===== config.mk =====
export PLATFORM = sky130hd
export DESIGN_NAME = hpw_top
export DESIGN_NICKNAME = d
export VERILOG_FILES = /design/src/rtl/hpw_pkg.sv /design/src/rtl/hpw_top.sv
export VERILOG_INCLUDE_DIRS = /design/src /design/src/rtl
export SDC_FILE = /design/constraint.sdc
export NUM_CORES = 1
export LEC_CHECK = 0
export BUFFER_PORTS_ARGS = -buffer_cell sky130_fd_sc_hd__buf_2
export CAP_MARGIN = 20
export CORE_MARGIN = 2
export CORE_UTILIZATION = 41
export CTS_CLUSTER_DIAMETER = 40
export DETAILED_ROUTE_END_ITERATION = 16
export PLACE_DENSITY = 0.63
export SYNTH_ARGS = -nofsm -noshare
export SYNTH_HDL_FRONTEND = slang
export SYNTH_SLANG_ARGS = --single-unit

===== constraint.sdc =====
create_clock -name i_clk_sys -period 4.5 [get_ports i_clk_sys]
set_input_delay 0.675 -clock i_clk_sys [delete_from_list [all_inputs] [get_ports i_clk_sys]]
set_output_delay 0.675 -clock i_clk_sys [all_outputs]
set_load 0.01 [all_outputs]

===== src/rtl/hpw_regs.svh =====
/*
 Constants of the host phy wake, align and ready block: register map,
 field positions, reset values, line code words and timing figures.
 Assumes a 20 MHz system clock and 32-bit APB data.
*/
`ifndef HPW_REGS_SVH
`define HPW_REGS_SVH

// Register byte addresses
`define HPW_ADDR_CTRL 12'h000
`define HPW_ADDR_STAT 12'h004
`define HPW_ADDR_WAKE 12'h008
`define HPW_ADDR_TMOC 12'h00c

// Control fields
`define HPW_CTRL_NORETRY 0
`define HPW_CTRL_HRST 1
`define HPW_CTRL_RST 2'h0

// Wake register fields
`define HPW_WAKE_SEEN 0
`define HPW_WAKE_FROZEN 1

// Line code words
`define HPW_ALIGN_DW 32'h7b4a4abc
`define HPW_ALIGN_K 4'h1
`define HPW_D102_DW 32'h4a4a4a4a
`define HPW_K283 8'h7c
`define HPW_NONALIGN_RUN 2'h3

// Timing, in picoseconds
`define HPW_CLK_PS 50000
`define HPW_D102_MAX_PS 533000
`define HPW_BLANK_MIN_PS 116300
`define HPW_GLITCH_MAX_PS 53300
`define HPW_TMO_PS 873800000

`endif


===== src/rtl/hpw_pkg.sv =====
/*
 Types of the host phy wake, align and ready block.
 Assumes hpw_regs.svh for every register, code word and timing constant.
*/
package hpw_pkg;

    typedef enum logic [12:0] {
        HPW_RESET = 13'h0001,
        HPW_AWAIT_INIT = 13'h0002,
        HPW_INIT_REL = 13'h0004,
        HPW_CALIB = 13'h0008,
        HPW_SEND_WAKE = 13'h0010,
        HPW_WAIT_WAKE = 13'h0020,
        HPW_WAKE_REL = 13'h0040,
        HPW_WAIT_ALIGN = 13'h0080,
        HPW_SPEED_ADJ = 13'h0100,
        HPW_SEND_ALIGN = 13'h0200,
        HPW_READY = 13'h0400,
        HPW_PARTIAL = 13'h0800,
        HPW_SLUMBER = 13'h1000
    } hpw_state_t;

    typedef struct packed {
        logic psel;
        logic penable;
        logic pwrite;
        logic [11:0] paddr;
        logic [31:0] pwdata;
    } hpw_apb_req_t;

    typedef struct packed {
        logic [31:0] prdata;
        logic pready;
        logic pslverr;
    } hpw_apb_rsp_t;

    typedef struct packed {
        logic [31:0] dword;
        logic [3:0] k;
        logic quiet;
    } hpw_tx_t;

    typedef struct packed {
        logic send_reset;
        logic send_wake;
        logic rate_low;
        logic speed_req;
        logic pwr_partial;
        logic pwr_slumber;
        logic phy_rdy;
    } hpw_ctl_t;

    typedef struct packed {
        logic [2:0] init_s;
        logic [2:0] wake_s;
        logic [1:0] por_s;
    } hpw_sync_t;

    typedef struct packed {
        hpw_state_t st;
        hpw_sync_t sy;
        logic [19:0] cnt;
        logic [1:0] nac;
        logic [1:0] ctrl;
        logic wake_seen;
        logic frozen;
        logic [15:0] tmo_cnt;
        hpw_apb_rsp_t apb;
        hpw_tx_t tx;
        hpw_ctl_t ctl;
    } hpw_regs_t;

endpackage


===== src/rtl/hpw_top.sv =====
/*
 Host phy bring-up from the wake exchange to link ready, with the
 partial and slumber power states, and an APB register slave.
 Assumes out-of-band detectors and power-on reset arrive asynchronously;
 receive words, link requests and transmitter handshakes share i_clk_sys.
*/

`timescale 1ns/10ps
`default_nettype none

`include "hpw_regs.svh"

module hpw_top
    import hpw_pkg::*;
#(
    parameter int TMO_CYC = `HPW_TMO_PS / `HPW_CLK_PS
)
(
    input wire logic i_clk_sys,
    input wire logic i_srst,
    input wire logic i_por,
    input wire logic i_init_det,
    input wire logic i_wake_det,
    input wire logic i_oob_done,
    input wire logic i_cal_done,
    input wire logic i_speed_done,
    input wire logic i_slumber_recovered,
    input wire logic i_rx_valid,
    input wire logic [31:0] i_rx_dword,
    input wire logic [3:0] i_rx_k,
    input wire logic i_link_partial,
    input wire logic i_link_slumber,
    input wire logic [31:0] i_link_dword,
    input wire logic [3:0] i_link_k,
    input wire hpw_apb_req_t i_apb,
    output hpw_apb_rsp_t o_apb,
    output hpw_tx_t o_tx,
    output hpw_ctl_t o_ctl,
    output logic o_wake_from_far
);

    localparam int BLANK_CYC =
        (`HPW_BLANK_MIN_PS + `HPW_CLK_PS - 1) / `HPW_CLK_PS;
    // Longest times round down, never below one cycle
    localparam int D102_CYC = (`HPW_D102_MAX_PS / `HPW_CLK_PS) > 0 ?
        (`HPW_D102_MAX_PS / `HPW_CLK_PS) : 1;
    localparam int GLITCH_CYC = (`HPW_GLITCH_MAX_PS / `HPW_CLK_PS) > 0 ?
        (`HPW_GLITCH_MAX_PS / `HPW_CLK_PS) : 1;
    localparam logic [19:0] TMO_LAST = 20'(TMO_CYC - 1);
    localparam logic [19:0] BLANK_LAST = 20'(BLANK_CYC);
    localparam logic [19:0] CNT_MAX = 20'hfffff;

    localparam hpw_regs_t RST = '{
        st: HPW_RESET,
        sy: '0,
        cnt: '0,
        nac: '0,
        ctrl: `HPW_CTRL_RST,
        wake_seen: 1'b0,
        frozen: 1'b0,
        tmo_cnt: '0,
        apb: '0,
        tx: '{dword: 32'h0, k: 4'h0, quiet: 1'b1},
        ctl: '{send_reset: 1'b1, default: 1'b0}
    };

    hpw_regs_t q;
    hpw_regs_t d;

    function automatic logic is_nonalign(input logic [31:0] dw, input logic [3:0] k);
        is_nonalign = k[0] && (dw[7:0] == `HPW_K283);
    endfunction

    function automatic logic is_align(input logic [31:0] dw, input logic [3:0] k);
        is_align = (k == `HPW_ALIGN_K) && (dw == `HPW_ALIGN_DW);
    endfunction

    function automatic logic [19:0] sat_inc(input logic [19:0] v);
        sat_inc = (v == CNT_MAX) ? v : v + 20'h1;
    endfunction

    logic init_det;
    logic wake_det;
    logic any_rst;
    logic no_retry;
    logic blank_done;
    logic tmo_hit;
    logic apb_setup;
    logic apb_wr;
    hpw_state_t nx;

    always_comb
    begin
        d = q;

        // Two flops before any logic; stage 2 feeds the edge-free level
        d.sy.init_s = {q.sy.init_s[1:0], i_init_det};
        d.sy.wake_s = {q.sy.wake_s[1:0], i_wake_det};
        d.sy.por_s = {q.sy.por_s[0], i_por};
        init_det = q.sy.init_s[1];
        wake_det = q.sy.wake_s[1];

        no_retry = q.ctrl[`HPW_CTRL_NORETRY];
        any_rst = q.sy.por_s[1] | q.ctrl[`HPW_CTRL_HRST];
        blank_done = q.cnt >= BLANK_LAST;
        // Fires on the last counted cycle
        tmo_hit = q.cnt == TMO_LAST;

        // APB slave: zero wait state, answer registered in setup cycle
        apb_setup = i_apb.psel && !i_apb.penable;
        apb_wr = i_apb.psel && i_apb.penable && q.apb.pready && i_apb.pwrite;
        d.apb.pready = apb_setup;
        d.apb.pslverr = 1'b0;
        d.apb.prdata = 32'h0;
        if (apb_setup)
        begin
            unique case (i_apb.paddr)
                `HPW_ADDR_CTRL: d.apb.prdata = {30'h0, q.ctrl};
                `HPW_ADDR_STAT: d.apb.prdata = {19'h0, q.st};
                `HPW_ADDR_WAKE: d.apb.prdata = {30'h0, q.frozen, q.wake_seen};
                `HPW_ADDR_TMOC: d.apb.prdata = {16'h0, q.tmo_cnt};
                default: d.apb.pslverr = 1'b1;
            endcase
        end
        if (apb_wr && i_apb.paddr == `HPW_ADDR_CTRL)
        begin
            d.ctrl = i_apb.pwdata[1:0];
        end

        nx = q.st;
        d.nac = 2'h0;
        unique case (q.st)
            HPW_RESET:
            begin
                nx = HPW_AWAIT_INIT;
            end
            HPW_AWAIT_INIT:
            begin
                if (init_det)
                begin
                    nx = HPW_INIT_REL;
                end
            end
            HPW_INIT_REL:
            begin
                if (!init_det)
                begin
                    nx = HPW_CALIB;
                end
            end
            HPW_CALIB:
            begin
                if (i_cal_done)
                begin
                    nx = HPW_SEND_WAKE;
                end
            end
            HPW_SEND_WAKE:
            begin
                // Bursts first, then await far wake
                if (i_oob_done)
                begin
                    nx = wake_det ? HPW_WAKE_REL : HPW_WAIT_WAKE;
                end
            end
            HPW_WAIT_WAKE:
            begin
                if (wake_det)
                begin
                    nx = HPW_WAKE_REL;
                end
            end
            HPW_WAKE_REL:
            begin
                if (!wake_det)
                begin
                    nx = HPW_WAIT_ALIGN;
                end
            end
            HPW_WAIT_ALIGN:
            begin
                if (q.frozen)
                begin
                    nx = HPW_WAIT_ALIGN;
                end
                else if (blank_done && i_rx_valid && is_align(i_rx_dword, i_rx_k))
                begin
                    nx = HPW_SPEED_ADJ;
                end
                else if (tmo_hit)
                begin
                    d.tmo_cnt = q.tmo_cnt + 16'h1;
                    if (no_retry)
                    begin
                        d.frozen = 1'b1;
                    end
                    else
                    begin
                        nx = HPW_RESET;
                    end
                end
            end
            HPW_SPEED_ADJ:
            begin
                if (i_speed_done)
                begin
                    nx = HPW_SEND_ALIGN;
                end
            end
            HPW_SEND_ALIGN:
            begin
                d.nac = q.nac;
                if (i_rx_valid && !q.frozen)
                begin
                    d.nac = is_nonalign(i_rx_dword, i_rx_k) ? q.nac + 2'h1 : 2'h0;
                end
                if (d.nac == `HPW_NONALIGN_RUN)
                begin
                    nx = HPW_READY;
                end
                // Retry off stops the loop after one timeout span
                else if (no_retry && tmo_hit)
                begin
                    d.frozen = 1'b1;
                end
            end
            HPW_READY:
            begin
                // Power requests from the link layer
                if (i_link_partial)
                begin
                    nx = HPW_PARTIAL;
                end
                else if (i_link_slumber)
                begin
                    nx = HPW_SLUMBER;
                end
            end
            HPW_PARTIAL:
            begin
                // Stay while requested; on release, wake level picks HPW_WAKE_REL or HPW_SEND_WAKE
                if (!i_link_partial)
                begin
                    nx = wake_det ? HPW_WAKE_REL : HPW_SEND_WAKE;
                end
            end
            HPW_SLUMBER:
            begin
                // Stay while requested, exit once recovered
                if (!i_link_slumber && i_slumber_recovered)
                begin
                    nx = (wake_det || q.wake_seen) ? HPW_WAKE_REL : HPW_SEND_WAKE;
                end
            end
            default:
            begin
                nx = HPW_RESET;
            end
        endcase

        // Wake origin: cleared on sleep entry, set wins over clear
        if (q.st == HPW_READY && nx != HPW_READY)
        begin
            d.wake_seen = 1'b0;
        end
        if ((q.st == HPW_PARTIAL || q.st == HPW_SLUMBER) && wake_det)
        begin
            d.wake_seen = 1'b1;
        end

        if (init_det && q.st != HPW_INIT_REL)
        begin
            nx = HPW_INIT_REL;
        end
        if (any_rst)
        begin
            nx = HPW_RESET;
        end
        if (nx == HPW_RESET || nx == HPW_INIT_REL)
        begin
            d.frozen = 1'b0;
        end
        d.st = nx;

        d.cnt = (nx != q.st) ? 20'h0 : sat_inc(q.cnt);

        // Transmit and control, registered from the next state
        d.ctl = '0;
        d.tx.dword = `HPW_D102_DW;
        d.tx.k = 4'h0;
        d.tx.quiet = 1'b1;
        unique case (nx)
            HPW_RESET:
            begin
                // Reset bursts come from the burst generator
                d.ctl.send_reset = 1'b1;
            end
            HPW_SEND_WAKE:
            begin
                // Wake bursts come from the burst generator
                d.ctl.send_wake = 1'b1;
            end
            HPW_WAIT_ALIGN:
            begin
                // D10.2 from the first cycle, well inside D102_CYC
                d.tx.quiet = d.frozen;
                d.ctl.rate_low = 1'b1;
            end
            HPW_SPEED_ADJ:
            begin
                // Line stays driven; glitch bounded by GLITCH_CYC
                d.tx.quiet = 1'b0;
                d.ctl.speed_req = d.cnt < 20'(GLITCH_CYC);
            end
            HPW_SEND_ALIGN:
            begin
                d.tx.dword = `HPW_ALIGN_DW;
                d.tx.k = `HPW_ALIGN_K;
                d.tx.quiet = d.frozen;
            end
            HPW_READY:
            begin
                d.tx.dword = i_link_dword;
                d.tx.k = i_link_k;
                d.tx.quiet = 1'b0;
                d.ctl.phy_rdy = 1'b1;
            end
            HPW_PARTIAL:
            begin
                d.ctl.pwr_partial = 1'b1;
            end
            HPW_SLUMBER:
            begin
                d.ctl.pwr_slumber = 1'b1;
            end
            default:
            begin
                d.tx.quiet = 1'b1;
            end
        endcase
    end

    // Figures kept for the checker side; the design meets them by construction
    logic unused_ok;
    assign unused_ok = (D102_CYC > 0) && (GLITCH_CYC > 0);

    always_ff @(posedge i_clk_sys)
    begin
        if (i_srst)
        begin
            q <= RST;
        end
        else
        begin
            q <= d;
        end
    end

    assign o_apb = q.apb;
    assign o_tx = q.tx;
    assign o_ctl = q.ctl;
    assign o_wake_from_far = q.wake_seen;

endmodule // hpw_top

`default_nettype wire


==> results.json <==
{
  "status": "finished clean",
  "coreArea_um2": 15830,
  "rsz0062_at_grt": "false",
  "worst_slack_ns": 0.9559,
  "vias": 5919,
  "gr-total-overflow": 0,
  "grt_pass1_wl_um": 26850,
  "clock_latency_ns": 0.42,
  "fin_crit_ns": 3.544,
  "synth_top_family_by_area": "simple AND/OR/NAND/NOR gates",
  "post-dp-hpwl_um": 12190,
  "grt_max_degree": 33,
  "critical-path-top-delay-family": "simple AND/OR/NAND/NOR gates",
  "io_pins": 210,
  "netlist_area_um2": 6595,
  "grt_usage_pct": 20.18,
  "seqPwrFrac_pct": 40.7,
  "cts_setup_buffers": 0,
  "total_power_uw": 2742,
  "async_reset_ff_share_pct": 0,
  "crit_required_ns": 4.83,
  "setup_viol_count_final": 0,
  "hp-class": "flip-flop to flip-flop",
  "p_leak_uw": 0.003248,
  "fmax_mhz": 282.2,
  "clock_skew_ns": 0.009668,
  "slew_violations": 0,
  "syn_to_final_growth_pct": 15.94,
  "first_pass_iters": 4,
  "numCtsBuffers": 17,
  "synth.avg_cell_area_um2": 8.455,
  "power_frac_clock_pct": 51.8,
  "die_y_um": 130.8,
  "final_area_um2": 7646,
  "cpPeakStageDelay_ns": 0.64,
  "syn_inst": 780,
  "p_per_area_nw_per_um2": 358.6,
  "die_area_um2": 17120,
  "synth-edff-count": 0,
  "antenna_found_initial": 0,
  "critical_path_class": "flip-flop to flip-flop",
  "clock_path_buffers": 2,
  "critPathMaxFanout": 20,
  "crit_top_cell": "buf_4",
  "place.gp.congestion": 0.9669,
  "postRouteAntennaNets": 0,
  "setup.worst_path.end_class": "flip-flop",
  "synth.distinct_cells": 82,
  "p_int_uw": 2073,
  "synthAdderAreaFrac_pct": 0.3794,
  "start_util_pct": 41.67,
  "switchingPower_uw": 669.1,
  "cts_sinks": 123,
  "yosys_warnings": 0,
  "path_cells": "buf_4 -> nor3_2 -> nand3_2 -> o21a_1 -> nor4b_1 -> o221ai_1 -> nor4b_2 -> nand4_1 -> buf_4 -> a311oi_2",
  "cts_tree": "built",
  "hold_viol": 0,
  "rows": 46,
  "wl_per_cell_um": 15.56,
  "die_w_um": 130.8,
  "p_comb_share_pct": 7.5,
  "portBuffers": 163,
  "drtIter0Drc": 476,
  "synth_top_flop_cell": "dfxtp_1",
  "vias_per_cell": 5.415,
  "synth-seq-cells": 123,
  "yosys.area_share.simple_pct": 27.45,
  "cp_slowest_cell": "nor3_2",
  "fill_cells": 1587,
  "max_cap_viol_count": 0,
  "holdBufCountCts": 0,
  "grt_pass1_vias": 5242,
  "cts.clk_slew.worst_paths_ns": 0.06,
  "drive_gt1_share_pct": 26.80,
  "h-tree-depth": 4,
  "ctsResizeCount": 0,
  "totalWireLength_um": 17010,
  "drc": 0,
  "worstMarginPinSlew_ns": 1.002,
  "dpl_worst_slack_ns": 0.7931,
  "place_area_um2": 7033,
  "yosysSeqAreaShare_pct": 37.34,
  "arrival_ns": 3.88,
  "p_sw_share_pct": 24.40,
  "slew_headroom_pct": 32.82,
  "finalSetupTns_ns": 0,
  "synth_compound_area_share_pct": 16.16,
  "fin_nets": 997,
  "fin_crit_sh_pct": 78.76,
  "ir_drop_v": 0.0003041,
  "path_buf_inv": 2,
  "diodes": 0,
  "synthXorXnorAreaFrac_pct": 3.718,
  "yosys-mux-area-fraction_pct": 1.233,
  "clock-root-buffer": "clkbuf_16",
  "worstSetupStartpointType": "flip-flop"
}
[cell families (layout without fill, tap and decap cells)]
logic type / after synthesis / count (layout)
AOI/OAI and AO/OA: 149 / 149
xor gates and xnor gates: 28 / 28
adders and majority gates: 2 / 2
buffers and inverters: 151 / 233
DFF: 123 / 123
muxes: 8 / 8
other: 1 / 16
and+or+nand+nor: 318 / 318
[cells in the final DEF (no fill, tap or decap), types with 17 or more instances in the layout]
master / instances
dfxtp_1: 123
inv_1: 25
nand3_1: 29
and3_1: 30
nand4_1: 19
nor2_1: 83
o21ai_0: 20
xor2_1: 17
nand2_1: 36
clkbuf_16: 17
a21oi_1: 25
nor3_1: 24
buf_2: 163
[power by group through the flow]
stage	clock network (µW)	logic, µW	registers, µW
2_1_floorplan	0	143	1130
3_3_place_gp	0	201	1140
3_5_place_dp	0	202	1140
4_1_cts	1450	203	1120
5_1_grt	1510	226	1120
6_report	1420	204	1120
[area by class of cell]
| class | instances | area (µm²) | share of cell area [%] |
|---|---|---|---|
| multi-input cells | 521 | 3293 | 43.07 |
| clock buffers | 17 | 425.4 | 5.564 |
| repair buffers | 176 | 913.4 | 11.95 |
| flip-flops and latches | 123 | 2462 | 32.20 |
| clock inverters | 15 | 187.7 | 2.455 |
| inverters | 25 | 93.84 | 1.227 |
| well taps | 216 | 270.3 | 3.535 |
[cells in the mapped netlist (4+ instances only)]
library cell / n / area, µm²
nor4b_2: 4 / 60.06
or3_1: 9 / 56.30
nand3b_1: 6 / 45.04
nand3_1: 29 / 145.1
clkbuf_1: 31 / 116.4
mux2i_1: 7 / 70.07
a21o_1: 5 / 37.54
o21a_1: 16 / 120.1
a21oi_1: 25 / 125.1
nor2_1: 83 / 311.6
xor2_1: 17 / 148.9
o211ai_1: 5 / 37.54
inv_1: 25 / 93.84
nor4_1: 11 / 68.82
xnor2_1: 11 / 96.34
nor2b_1: 14 / 87.58
a31oi_1: 13 / 81.33
a22oi_1: 13 / 97.59
nand4_1: 19 / 118.9
nor3_1: 24 / 120.1
and3_1: 30 / 187.7
buf_4: 80 / 600.6
nor4b_1: 5 / 43.79
nand2_1: 36 / 135.1
dfxtp_1: 123 / 2462
o2111ai_1: 5 / 43.79
and2_1: 4 / 25.02
or4_1: 7 / 52.55
buf_2: 9 / 45.04
a211oi_1: 10 / 75.07
nor3b_1: 7 / 52.55
o21ai_0: 20 / 100.1
[sequential cells by signal (all words and copies together) (netlist names)]
| register | flops |
|---|---|
| d | 5 |
| o_tx | 37 |
| no_retry | 1 |
| q | 54 |
| o_ctl | 7 |
| o_apb | 18 |
| o_wake_from_far | 1 |
[routing by layer]
layer	global-route usage, %	vias up	wire length [µm]
met5	0	-	0
met4	6.946	0	230
met2	31.40	244	7918
met1	27.41	2764	7631
met3	4.967	20	1227
li1	-	2891	-
[through the flow]
stage	hold slack [ns]	instances	utilization, %
2_1_floorplan	0.4138	795	-
3_3_place_gp	0.4184	1061	44.43
3_5_place_dp	0.4263	1061	44.43
4_1_cts	0.4398	1093	48.31
5_1_grt	0.4439	1093	48.31
6_report	0.4354	1093	48.31
[final timing paths]
check / start / end / slack [ns] / cells past startpoint
hold reg to reg: d[123] / d[124] / 0.44 / 1
setup / recovery: q[139] / q[117] / 0.96 / 10
setup reg to reg: q[139] / q[117] / 0.96 / 10
hold / removal: d[123] / d[124] / 0.44 / 1
Power figures use the tool's default switching activity.
